===== src/logic/rvs_pkg.sv =====
package rvs_pkg;
	// register offsets
	localparam logic [7:0] ADDR_REVISION = 8'h00;
	localparam logic [7:0] ADDR_BUCK_ONE = 8'h01;
	localparam logic [7:0] ADDR_BUCK_TWO_LDO = 8'h02;
	// field positions
	localparam int MAJ_HI = 7;
	localparam int MAJ_LO = 5;
	localparam int MIN_HI = 4;
	localparam int MIN_LO = 2;
	localparam int OPT_HI = 1;
	localparam int OPT_LO = 0;
	localparam int B1_HI = 2;
	localparam int B1_LO = 0;
	localparam int B2_HI = 7;
	localparam int B2_LO = 4;
	localparam int LDO_HI = 3;
	localparam int LDO_LO = 0;
	localparam logic [7:0] ZERO_BYTE = 8'h00;
	localparam logic [4:0] RSV_ZERO = 5'h00;
	// bus constants
	localparam logic [6:0] SLAVE_ADDR = 7'h14;
	localparam logic [3:0] BITS_PER_BYTE = 4'h8;
	localparam logic [3:0] LAST_BIT = 4'h7;
	// voltage map, millivolts
	localparam logic [2:0] B1_RESERVED_CODE = 3'h7;
	localparam logic [11:0] B2_FLOOR_MV = 12'h44C;
	localparam logic [11:0] B2_KNEE_CODE = 12'h009;
	localparam logic [11:0] B2_KNEE_MV = 12'h4B0;
	localparam logic [11:0] LDO_BASE_MV = 12'h708;
	localparam logic [11:0] STEP_MV = 12'h064;

	typedef enum logic [3:0] {
		RVS_IDLE = 4'h0,
		RVS_ADDR = 4'h1,
		RVS_ADDR_ACK = 4'h2,
		RVS_PTR = 4'h3,
		RVS_PTR_ACK = 4'h4,
		RVS_WDATA = 4'h5,
		RVS_WDATA_ACK = 4'h6,
		RVS_RDATA = 4'h7,
		RVS_RACK = 4'h8
	} rvs_state_e;

	function automatic logic [11:0] rvs_b1_mv(input logic [2:0] code);
		case (code)
			3'h0: rvs_b1_mv = 12'h9C4;
			3'h1: rvs_b1_mv = 12'hAF0;
			3'h2: rvs_b1_mv = 12'hB54;
			3'h3: rvs_b1_mv = 12'hBB8;
			3'h4: rvs_b1_mv = 12'hC80;
			3'h5: rvs_b1_mv = 12'hCE4;
			3'h6: rvs_b1_mv = 12'hE74;
			default: rvs_b1_mv = 12'h000;
		endcase
	endfunction : rvs_b1_mv

	function automatic logic [11:0] rvs_b2_mv(input logic [3:0] code);
		if ({8'h00, code} < B2_KNEE_CODE) begin
			rvs_b2_mv = B2_FLOOR_MV;
		end else begin
			rvs_b2_mv = B2_KNEE_MV + ({8'h00, code} - B2_KNEE_CODE) * STEP_MV;
		end
	endfunction : rvs_b2_mv

	function automatic logic [11:0] rvs_ldo_mv(input logic [3:0] code);
		rvs_ldo_mv = LDO_BASE_MV + {8'h00, code} * STEP_MV;
	endfunction : rvs_ldo_mv
endpackage : rvs_pkg


===== src/logic/rvs_regs.sv =====
`timescale 1ns/1ps
module rvs_regs #(
	parameter logic [2:0] MAJOR = 3'h1, // arbitrary
	parameter logic [2:0] MINOR = 3'h0, // arbitrary
	parameter logic [1:0] OPTION = 2'h0 // arbitrary
) (
	// clock and reset
	input wire logic clock,
	input wire logic reset,
	// fuse values, loaded at reset
	input wire logic [2:0] fuse_first_buck_code,
	input wire logic [3:0] fuse_second_buck_code,
	input wire logic [3:0] fuse_linear_code,
	// access from the serial engine
	input wire logic wr_en,
	input wire logic [7:0] wr_addr,
	input wire logic [7:0] wr_data,
	input wire logic [7:0] rd_addr,
	output logic [7:0] rd_data,
	// regulator settings
	output logic [2:0] first_buck_voltage_code,
	output logic [3:0] second_buck_voltage_code,
	output logic [3:0] linear_regulator_voltage_code,
	output logic [11:0] first_buck_mv,
	output logic [11:0] second_buck_mv,
	output logic [11:0] linear_mv
);
	typedef struct packed {
		logic [2:0] b1;
		logic [3:0] b2;
		logic [3:0] ldo;
		logic [11:0] b1_mv;
		logic [11:0] b2_mv;
		logic [11:0] ldo_mv;
	} rvs_regs_s;

	rvs_regs_s s_ff, nxt_s;

	always_comb begin
		nxt_s = s_ff;
		if (reset) begin
			nxt_s.b1 = fuse_first_buck_code;
			nxt_s.b2 = fuse_second_buck_code;
			nxt_s.ldo = fuse_linear_code;
		end else if (wr_en) begin
			case (wr_addr)
				rvs_pkg::ADDR_BUCK_ONE: begin
					// reserved code would select no defined level
					if (wr_data[rvs_pkg::B1_HI:rvs_pkg::B1_LO] !=
						rvs_pkg::B1_RESERVED_CODE) begin
						nxt_s.b1 = wr_data[rvs_pkg::B1_HI:rvs_pkg::B1_LO];
					end
				end
				rvs_pkg::ADDR_BUCK_TWO_LDO: begin
					nxt_s.b2 = wr_data[rvs_pkg::B2_HI:rvs_pkg::B2_LO];
					nxt_s.ldo = wr_data[rvs_pkg::LDO_HI:rvs_pkg::LDO_LO];
				end
				default: begin
					nxt_s.b1 = s_ff.b1;
				end
			endcase
		end
		nxt_s.b1_mv = rvs_pkg::rvs_b1_mv(nxt_s.b1);
		nxt_s.b2_mv = rvs_pkg::rvs_b2_mv(nxt_s.b2);
		nxt_s.ldo_mv = rvs_pkg::rvs_ldo_mv(nxt_s.ldo);
	end

	always_ff @(posedge clock) begin
		s_ff <= nxt_s;
	end

	always_comb begin
		case (rd_addr)
			rvs_pkg::ADDR_REVISION: rd_data = {MAJOR, MINOR, OPTION};
			rvs_pkg::ADDR_BUCK_ONE: rd_data = {rvs_pkg::RSV_ZERO, s_ff.b1};
			rvs_pkg::ADDR_BUCK_TWO_LDO: rd_data = {s_ff.b2, s_ff.ldo};
			default: rd_data = rvs_pkg::ZERO_BYTE;
		endcase
	end

	assign first_buck_voltage_code = s_ff.b1;
	assign second_buck_voltage_code = s_ff.b2;
	assign linear_regulator_voltage_code = s_ff.ldo;
	assign first_buck_mv = s_ff.b1_mv;
	assign second_buck_mv = s_ff.b2_mv;
	assign linear_mv = s_ff.ldo_mv;
endmodule : rvs_regs


===== src/logic/rvs_i2c_regs.sv =====
`timescale 1ns/1ps
// Notes on behaviour
// - revision register bits 7:5 major, 4:2 minor, read only
// - revision bits 1:0 hold read-only family option code
// - first buck code bits 2:0 read/write, fuse loaded, bits 7:3 reserved
// - first buck codes map 2.5 to 3.7 V; code 111 reserved
// - second buck code bits 7:4 of combined register, fuse loaded, writable
// - second buck codes up to 1000 give 1.1 V, then 0.1 V steps
// - linear regulator code bits 3:0 of combined register, fuse loaded
// - linear regulator 1.8 V at code 0, 0.1 V per step
// - registers reached as I2C slave at 100 or 400 kHz
// - after start, seven-bit address then direction bit, one means read
module rvs_i2c_regs #(
	parameter logic [2:0] MAJOR = 3'h1, // arbitrary
	parameter logic [2:0] MINOR = 3'h0, // arbitrary
	parameter logic [1:0] OPTION = 2'h0 // arbitrary
) (
	// clock and reset
	input wire logic clock,
	input wire logic reset,
	// serial bus pins
	input wire logic scl_in,
	input wire logic sda_in,
	output logic sda_out,
	output logic sda_oe,
	// fuse values
	input wire logic [2:0] fuse_first_buck_code,
	input wire logic [3:0] fuse_second_buck_code,
	input wire logic [3:0] fuse_linear_code,
	// regulator settings
	output logic [2:0] first_buck_voltage_code,
	output logic [3:0] second_buck_voltage_code,
	output logic [3:0] linear_regulator_voltage_code,
	output logic [11:0] first_buck_mv,
	output logic [11:0] second_buck_mv,
	output logic [11:0] linear_mv
);
	typedef struct packed {
		logic scl_s1;
		logic scl_s2;
		logic scl_q;
		logic sda_s1;
		logic sda_s2;
		logic sda_q;
		rvs_pkg::rvs_state_e st;
		logic [3:0] cnt;
		logic [7:0] sh;
		logic [7:0] ptr;
		logic rd;
		logic mack;
		logic oe;
	} rvs_link_s;

	rvs_link_s s_ff, nxt_s;
	logic rise, fall, start, stop;
	logic wr_en;
	logic [7:0] rd_data;

	// 40 MHz oversamples even fast-mode scl by a factor of 100
	assign rise = s_ff.scl_s2 & ~s_ff.scl_q;
	assign fall = ~s_ff.scl_s2 & s_ff.scl_q;
	assign start = s_ff.scl_s2 & s_ff.sda_q & ~s_ff.sda_s2;
	assign stop = s_ff.scl_s2 & ~s_ff.sda_q & s_ff.sda_s2;

	always_comb begin
		nxt_s = s_ff;
		wr_en = 1'b0;
		nxt_s.scl_s1 = scl_in;
		nxt_s.scl_s2 = s_ff.scl_s1;
		nxt_s.scl_q = s_ff.scl_s2;
		nxt_s.sda_s1 = sda_in;
		nxt_s.sda_s2 = s_ff.sda_s1;
		nxt_s.sda_q = s_ff.sda_s2;
		if (start) begin
			nxt_s.st = rvs_pkg::RVS_ADDR;
			nxt_s.cnt = 4'h0;
			nxt_s.oe = 1'b0;
		end else if (stop) begin
			nxt_s.st = rvs_pkg::RVS_IDLE;
			nxt_s.oe = 1'b0;
		end else begin
			case (s_ff.st)
				rvs_pkg::RVS_ADDR, rvs_pkg::RVS_PTR, rvs_pkg::RVS_WDATA: begin
					if (rise) begin
						nxt_s.sh = {s_ff.sh[6:0], s_ff.sda_s2};
						nxt_s.cnt = s_ff.cnt + 4'h1;
					end else if (fall && s_ff.cnt == rvs_pkg::BITS_PER_BYTE) begin
						nxt_s.oe = 1'b1;
						if (s_ff.st == rvs_pkg::RVS_ADDR) begin
							// a foreign address leaves the bus alone
							if (s_ff.sh[7:1] == rvs_pkg::SLAVE_ADDR) begin
								nxt_s.rd = s_ff.sh[0];
								nxt_s.st = rvs_pkg::RVS_ADDR_ACK;
							end else begin
								nxt_s.oe = 1'b0;
								nxt_s.st = rvs_pkg::RVS_IDLE;
							end
						end else if (s_ff.st == rvs_pkg::RVS_PTR) begin
							nxt_s.ptr = s_ff.sh;
							nxt_s.st = rvs_pkg::RVS_PTR_ACK;
						end else begin
							wr_en = 1'b1;
							nxt_s.ptr = s_ff.ptr + 8'h01;
							nxt_s.st = rvs_pkg::RVS_WDATA_ACK;
						end
					end
				end
				rvs_pkg::RVS_ADDR_ACK: begin
					if (fall) begin
						nxt_s.cnt = 4'h0;
						if (s_ff.rd) begin
							nxt_s.sh = rd_data;
							nxt_s.oe = ~rd_data[7];
							nxt_s.st = rvs_pkg::RVS_RDATA;
						end else begin
							nxt_s.oe = 1'b0;
							nxt_s.st = rvs_pkg::RVS_PTR;
						end
					end
				end
				rvs_pkg::RVS_PTR_ACK, rvs_pkg::RVS_WDATA_ACK: begin
					if (fall) begin
						nxt_s.oe = 1'b0;
						nxt_s.cnt = 4'h0;
						nxt_s.st = rvs_pkg::RVS_WDATA;
					end
				end
				rvs_pkg::RVS_RDATA: begin
					if (fall) begin
						if (s_ff.cnt == rvs_pkg::LAST_BIT) begin
							nxt_s.oe = 1'b0;
							nxt_s.ptr = s_ff.ptr + 8'h01;
							nxt_s.st = rvs_pkg::RVS_RACK;
						end else begin
							nxt_s.sh = {s_ff.sh[6:0], 1'b0};
							nxt_s.oe = ~s_ff.sh[6];
							nxt_s.cnt = s_ff.cnt + 4'h1;
						end
					end
				end
				rvs_pkg::RVS_RACK: begin
					if (rise) begin
						nxt_s.mack = ~s_ff.sda_s2;
					end else if (fall) begin
						// a missing acknowledge ends the read burst
						if (s_ff.mack) begin
							nxt_s.sh = rd_data;
							nxt_s.oe = ~rd_data[7];
							nxt_s.cnt = 4'h0;
							nxt_s.st = rvs_pkg::RVS_RDATA;
						end else begin
							nxt_s.st = rvs_pkg::RVS_IDLE;
						end
					end
				end
				default: begin
					nxt_s.oe = 1'b0;
				end
			endcase
		end
	end

	always_ff @(posedge clock) begin
		if (reset) begin
			s_ff <= '{scl_s1: 1'b1, scl_s2: 1'b1, scl_q: 1'b1,
				sda_s1: 1'b1, sda_s2: 1'b1, sda_q: 1'b1,
				st: rvs_pkg::RVS_IDLE, cnt: 4'h0, sh: 8'h00, ptr: 8'h00,
				rd: 1'b0, mack: 1'b0, oe: 1'b0};
		end else begin
			s_ff <= nxt_s;
		end
	end

	assign sda_out = 1'b0;
	assign sda_oe = s_ff.oe;

	rvs_regs #(
		.MAJOR(MAJOR),
		.MINOR(MINOR),
		.OPTION(OPTION)
	) u_regs (
		.clock(clock),
		.reset(reset),
		.fuse_first_buck_code(fuse_first_buck_code),
		.fuse_second_buck_code(fuse_second_buck_code),
		.fuse_linear_code(fuse_linear_code),
		.wr_en(wr_en),
		.wr_addr(s_ff.ptr),
		.wr_data(s_ff.sh),
		.rd_addr(s_ff.ptr),
		.rd_data(rd_data),
		.first_buck_voltage_code(first_buck_voltage_code),
		.second_buck_voltage_code(second_buck_voltage_code),
		.linear_regulator_voltage_code(linear_regulator_voltage_code),
		.first_buck_mv(first_buck_mv),
		.second_buck_mv(second_buck_mv),
		.linear_mv(linear_mv)
	);
endmodule : rvs_i2c_regs


===== config.mk =====
export PLATFORM = sky130hd
export DESIGN_NAME = rvs_i2c_regs
export DESIGN_NICKNAME = d
export VERILOG_FILES = /design/src/logic/rvs_pkg.sv /design/src/logic/rvs_regs.sv /design/src/logic/rvs_i2c_regs.sv
export SDC_FILE = /design/constraint.sdc
export NUM_CORES = 1
export LEC_CHECK = 0
export BUFFER_PORTS_ARGS = -buffer_cell sky130_fd_sc_hd__buf_2
export CORE_MARGIN = 4
export CORE_UTILIZATION = 40
export CTS_CLUSTER_DIAMETER = 30
export DETAILED_ROUTE_END_ITERATION = 12
export GPL_TIMING_DRIVEN = 1
export MAX_ROUTING_LAYER = met4
export PLACE_DENSITY = 0.66
export SETUP_SLACK_MARGIN = 0.1
export SLEW_MARGIN = 20
export SYNTH_ARGS = -nofsm -noshare
export SYNTH_HDL_FRONTEND = slang
export SYNTH_SLANG_ARGS = --single-unit

===== constraint.sdc =====
create_clock -name clock -period 11.35 [get_ports clock]
set_input_delay 1.7025 -clock clock [delete_from_list [all_inputs] [get_ports clock]]
set_output_delay 1.7025 -clock clock [all_outputs]
set_load 0.02 [all_outputs]

### Word-level counts from Yosys, hierarchy flattened

Cells that the tools add are included.

* input bits: 15
* output and inout bits: 49
* register bits after elaboration: 80
* logic and storage cells: 163

* eq/ne operators: 41
* bitwise gates (word level): 15
* $mul: 2
* $lt $le $gt $ge: 1
* add/subtract/negate cells: 5
* muxes and demuxes: 60
* reduce and logical (&&, ||, !) cells: 19

Operators by type and width (number)
* one-hot mux 12 bit (7 select lines): 1
* two-way mux 16 bit: 3
* two-way mux 8 bit: 6
* one-hot mux 8 bit (5 select lines): 1
* two-way mux 12 bit: 3
* inequality test 4 bit, second input constant: 8
* one-hot mux 8 bit (4 select lines): 1
* inequality test 2 bit, second input constant: 13
* two-way mux 1 bit: 25
* two-way mux 24 bit: 1
* one-hot mux 8 bit (3 select lines): 1
* two-way mux 11 bit: 2
* two-way mux 22 bit: 1
* equality test 4 x 3 -> 1 bit, second input constant: 5
* two-way mux 9 bit: 2
* AND reduction 9 bit: 2
* two-way mux 4 bit: 4
* one-hot mux 8 bit (2 select lines): 1
* AND reduction 8 bit: 2
* adder 11 x 11 -> 12 bit, first input constant: 1
* adder 11 x 12 -> 12 bit, first input constant: 1
* multiplier 12 x 5 -> 10 bit, second input constant: 1
* two-way mux 3 bit: 4
* AND reduction 11 bit: 1
* other kinds (32): 53

### Longest topological paths before layout

* depth in word-level cells: 13
* gate-level depth with buffers: 24
* mapped depth without buffers: 22

### By module

A second synthesis with hierarchy kept.

* cells, all modules: 548
* area, all modules: 4684.5 um^2

Modules (own cells, without submodules)
* rvs_regs: area an instance 2544.9 um^2, times used 1, cells an instance 281
* rvs_i2c_regs: area an instance 2139.6 um^2, times used 1, cells an instance 267

### Worst setup path after synthesis

OpenSTA, ideal clock, no wires.

* kind: input to register
* start point: input port reset
* end point: register u_regs.s_ff (netlist bit u_regs.second_buck_mv[11])
* cell stages on the path: 19
* arrival time: 5.509 ns
* setup time: 0.128 ns
* path buffers: 1
* required time: 11.222 ns
* slack: 5.714 ns
* cells stage by stage: clkinv_1 -> nand4_1 -> mux2_2 -> and2_1 -> buf_4 -> ha_1 -> xnor2_1 -> ha_1 -> inv_1 -> fa_1 -> fa_1 -> inv_1 -> ha_1 -> inv_1 -> xnor2_1 -> or2_2 -> o21bai_1 -> o41ai_2 -> mux2i_1

* word-level cells in the longest chain between the ends: 4
* elaborated cells on any way between the ends: 5

Ends and longest elaborated chain
* start: declaration: RTL line rvs_i2c_regs.sv:20 `input wire logic reset,`
* two-way mux 11 bit *: RTL line rvs_regs.sv:41 `if (reset) begin`
* subtractor 4 x 4 -> 5 bit: RTL line rvs_pkg.sv:62 `rvs_b2_mv = B2_KNEE_MV + ({8'h00, code} - B2_KNEE_CODE) * STEP_MV;`
* multiplier 12 x 5 -> 10 bit: RTL line rvs_pkg.sv:62
* adder 11 x 12 -> 12 bit: RTL line rvs_pkg.sv:62
* end signal: assignment: RTL line rvs_regs.sv:69 `s_ff <= nxt_s;`
* end: declaration: RTL line rvs_regs.sv:37 `rvs_regs_s s_ff, nxt_s;`

Mark *: on every way between the ends. The rest lies on a longest branch, timed or not.
A chain may end at the register's enable or synchronous reset.

==> metrics.yaml <==
fin_crit_sh_pct: 57.82
htree_levels: 3
crit_path_top_delay_cell: "clkinv_1"
hpwl_um: 7644
dp_slack_ns: 4.403
yosys_warnings: 0
arrival_ns: 6.80
end_kind: "flop"
layout_common_cells: "dfxtp_1, buf_2, nand2_1"
place.gp.congestion: 0.9451
nets: 605
synth.avg_cell_area_um2: 8.595
path_clk_slew_ns: 0.08
routed_wl_um: 10360
die_area_um2: 12610
synthFlopType: "dfxtp_1"
crit_end: "u_regs.second_buck_mv[11]"
reg2reg_from: "s_ff[23]"
p_seq_share_pct: 34.8
io_pins: 64
port_buffers: 56
swShare_pct: 38.39
drive_above_1_share_pct: 19.03
async_reset_ff_share_pct: 0
clockBufferDepth: 2
grt_pass1_wl_um: 17270
insertion_delay_ns: 0.35
setup_violations: 0
first_iter_violations: 251
cp.required_ns: 11.58
worstMarginPinSlew_ns: 0.7491
clock_sinks: 72
max_freq_mhz: 152.4
leakage_nw: 2.104
grt_pass1_vias: 3713
firstDrtPassIters: 5
cts_tree: "yes"
r2r_end: "u_regs.second_buck_mv[11]"
path_common_cell: "inv_1"
max_stage_delay_ns: 0.64
grt_overflow_total: 0
area_delta_synth_final_pct: 12.86
p_sw_uw: 357.0
diodes: 0
clkPwrFrac_pct: 25.1
crit_type: "in2reg"
rsz0062_at_grt: "false"
antenna_found_initial: 0
hold_violations: 0
grt_max_degree: 34
fin_tns_setup_ns: 0
die_h_um: 112.3
die_x_um: 112.3
synth_cell_types: 68
cts-resized-gates: 0
track_usage_pct: 16.88
ys_ff_latch: 72
drtAntennaViolNets: 0
synthesis.area_um2: 4349
startpoint_type: "primary input"
powerDensity_nw_per_um2: 189.5
relSlewSlack_pct: 49.96
reg2reg_slack_ns: 5.65
cts_hold_buf: 0
syn_inst: 506
setup_slack_ns: 4.788
min_period_ns: 6.562
numCtsBuffers: 9
yosysSeqAreaShare_pct: 33.14
whs_ns: 0.4123
critical_path.max_fanout: 33
max_cap_violations: 0
startpoint: "reset"
status: "finished clean"
post_cts.repair.setup_buffers: 0
p_int_uw: 572.9
num_rows: 37
vias: 3769
fin_total_pwr_uw: 930.0
worstHoldPathType: "reg2reg"
vias_per_cell: 5.439
core_region_area_um2: 10460
drv_slew: 0
ir_drop_mv: 0.1155
drc: 0
comb_power_share_pct: 40.1
synth_edf_count: 0
mostFrequentLayoutCell: "dfxtp_1"
start_util_pct: 41.57
r2r_cells: 18
cts_root_buf: "clkbuf_8"
clock_skew_ns: 0.006965
wl_per_cell_um: 14.95
path_cells: "buf_2 -> clkinv_1 -> nand4_1 -> mux2_2 -> and2_1 -> inv_2 -> o31a_4 -> nor2_1 -> ha_1 -> inv_1 -> fa_1 -> fa_1 -> inv_1 -> ha_1 -> inv_1 -> xnor2_1 -> or2_2 -> o21bai_1 -> o41ai_2 -> mux2i_1"
cell families after synthesis:
family | count (synthesis) | synth area share, %
other cells | 1 | 0.08622
buf+inv | 56 | 5.869
compound gates | 114 | 18.10
flops | 72 | 33.14
fa+ha+maj | 38 | 11.97
xor+xnor | 27 | 5.437
simple gates | 186 | 22.58
mux | 12 | 2.819
how the worst min path moves through the flow:
stage | startpoint | endpoint | depth (start not counted)
2_1_floorplan | nxt_s[28] | nxt_s[27] | 1
3_3_place_gp | nxt_s[31] | nxt_s[30] | 1
3_5_place_dp | nxt_s[31] | nxt_s[30] | 1
4_1_cts | nxt_s[31] | nxt_s[30] | 1
5_1_grt | nxt_s[31] | nxt_s[30] | 1
6_report | nxt_s[31] | nxt_s[30] | 1
cell type report:
cell class	instances	area (µm²)
Sequential cell	72	1441
Multi-Input combinational cell	384	2681
Clock buffer	9	123.9
Inverter	29	108.9
Fill cell	1045	5554
Timing Repair Buffer	56	280.3
Tap cell	136	170.2
Clock inverter	7	102.6
state kept, by name, indices dropped and copies added (netlist names):
| signal | cells |
|---|---|
| nxt_s | 4 |
| u_regs.linear_regulator_voltage_code | 4 |
| u_regs.second_buck_voltage_code | 4 |
| u_regs.linear_mv | 9 |
| s_ff | 28 |
| u_regs.first_buck_mv | 9 |
| sda_oe | 1 |
| u_regs.first_buck_voltage_code | 3 |
| u_regs.second_buck_mv | 10 |
layer usage:
metal / vias to the layer above / track usage, % / routed length, µm
li1: 1859 / - / -
met3: 19 / 3.396 / 522
met2: 127 / 26.22 / 4867
met4: 0 / 6.330 / 176
met1: 1764 / 21.75 / 4792
met5: - / - / 0
per-stage QoR:
step / util [%] / cell area (µm²) / cells
2_1_floorplan: - / 4372 / 512
3_3_place_gp: 44.69 / 4676 / 677
3_5_place_dp: 44.69 / 4676 / 677
4_1_cts: 46.85 / 4902 / 693
5_1_grt: 46.91 / 4908 / 693
6_report: 46.91 / 4908 / 693
power by group through the flow:
stage / Combinational, mW / Sequential (mW) / Clock (mW)
finish: 0.373 / 0.323 / 0.233
CTS: 0.374 / 0.323 / 0.239
detailed placement: 0.372 / 0.328 / 0
floorplan: 0.253 / 0.358 / 0
global placement: 0.363 / 0.328 / 0
global route: 0.415 / 0.328 / 0.251
cells in the mapped netlist (3+ instances only):
library cell | number | area [µm²]
a221oi_1 | 4 | 35.03
nor2_1 | 45 | 168.9
nand2_1 | 46 | 172.7
nor3_1 | 9 | 45.04
nand4_1 | 4 | 25.02
a31oi_1 | 11 | 68.82
nand2b_1 | 6 | 37.54
xnor2_1 | 15 | 131.4
nor4b_1 | 3 | 26.28
nor2b_1 | 8 | 50.05
and2_0 | 4 | 25.02
nand3_1 | 18 | 90.09
o21ai_2 | 4 | 35.03
a211oi_1 | 6 | 45.04
a22oi_1 | 6 | 45.04
buf_4 | 11 | 82.58
clkbuf_1 | 13 | 48.80
o21bai_1 | 3 | 22.52
and3_1 | 3 | 18.77
ha_1 | 32 | 400.4
nand3b_1 | 3 | 22.52
xor2_1 | 12 | 105.1
or2_2 | 9 | 56.30
o22ai_1 | 7 | 43.79
fa_1 | 6 | 120.1
o221a_2 | 5 | 56.30
o21ai_0 | 23 | 115.1
dfxtp_1 | 72 | 1441
inv_1 | 27 | 101.4
mux2i_1 | 10 | 100.1
buf_2 | 3 | 15.01
a21oi_1 | 25 | 125.1
or3_1 | 3 | 18.77
and2_1 | 8 | 50.05
critical path: cells and delay by family:
kind | cells | cell delay (ns)
adder cells (fa/ha/maj) | 4 | 1.49
XOR/XNOR | 1 | 0.11
multiplexers | 2 | 0.30
AO/OA/AOI/OAI | 3 | 0.64
AND/OR/NAND/NOR | 4 | 1.12
buffers and inverters | 6 | 1.40
No activity file was read; power rests on OpenSTA's default activity.
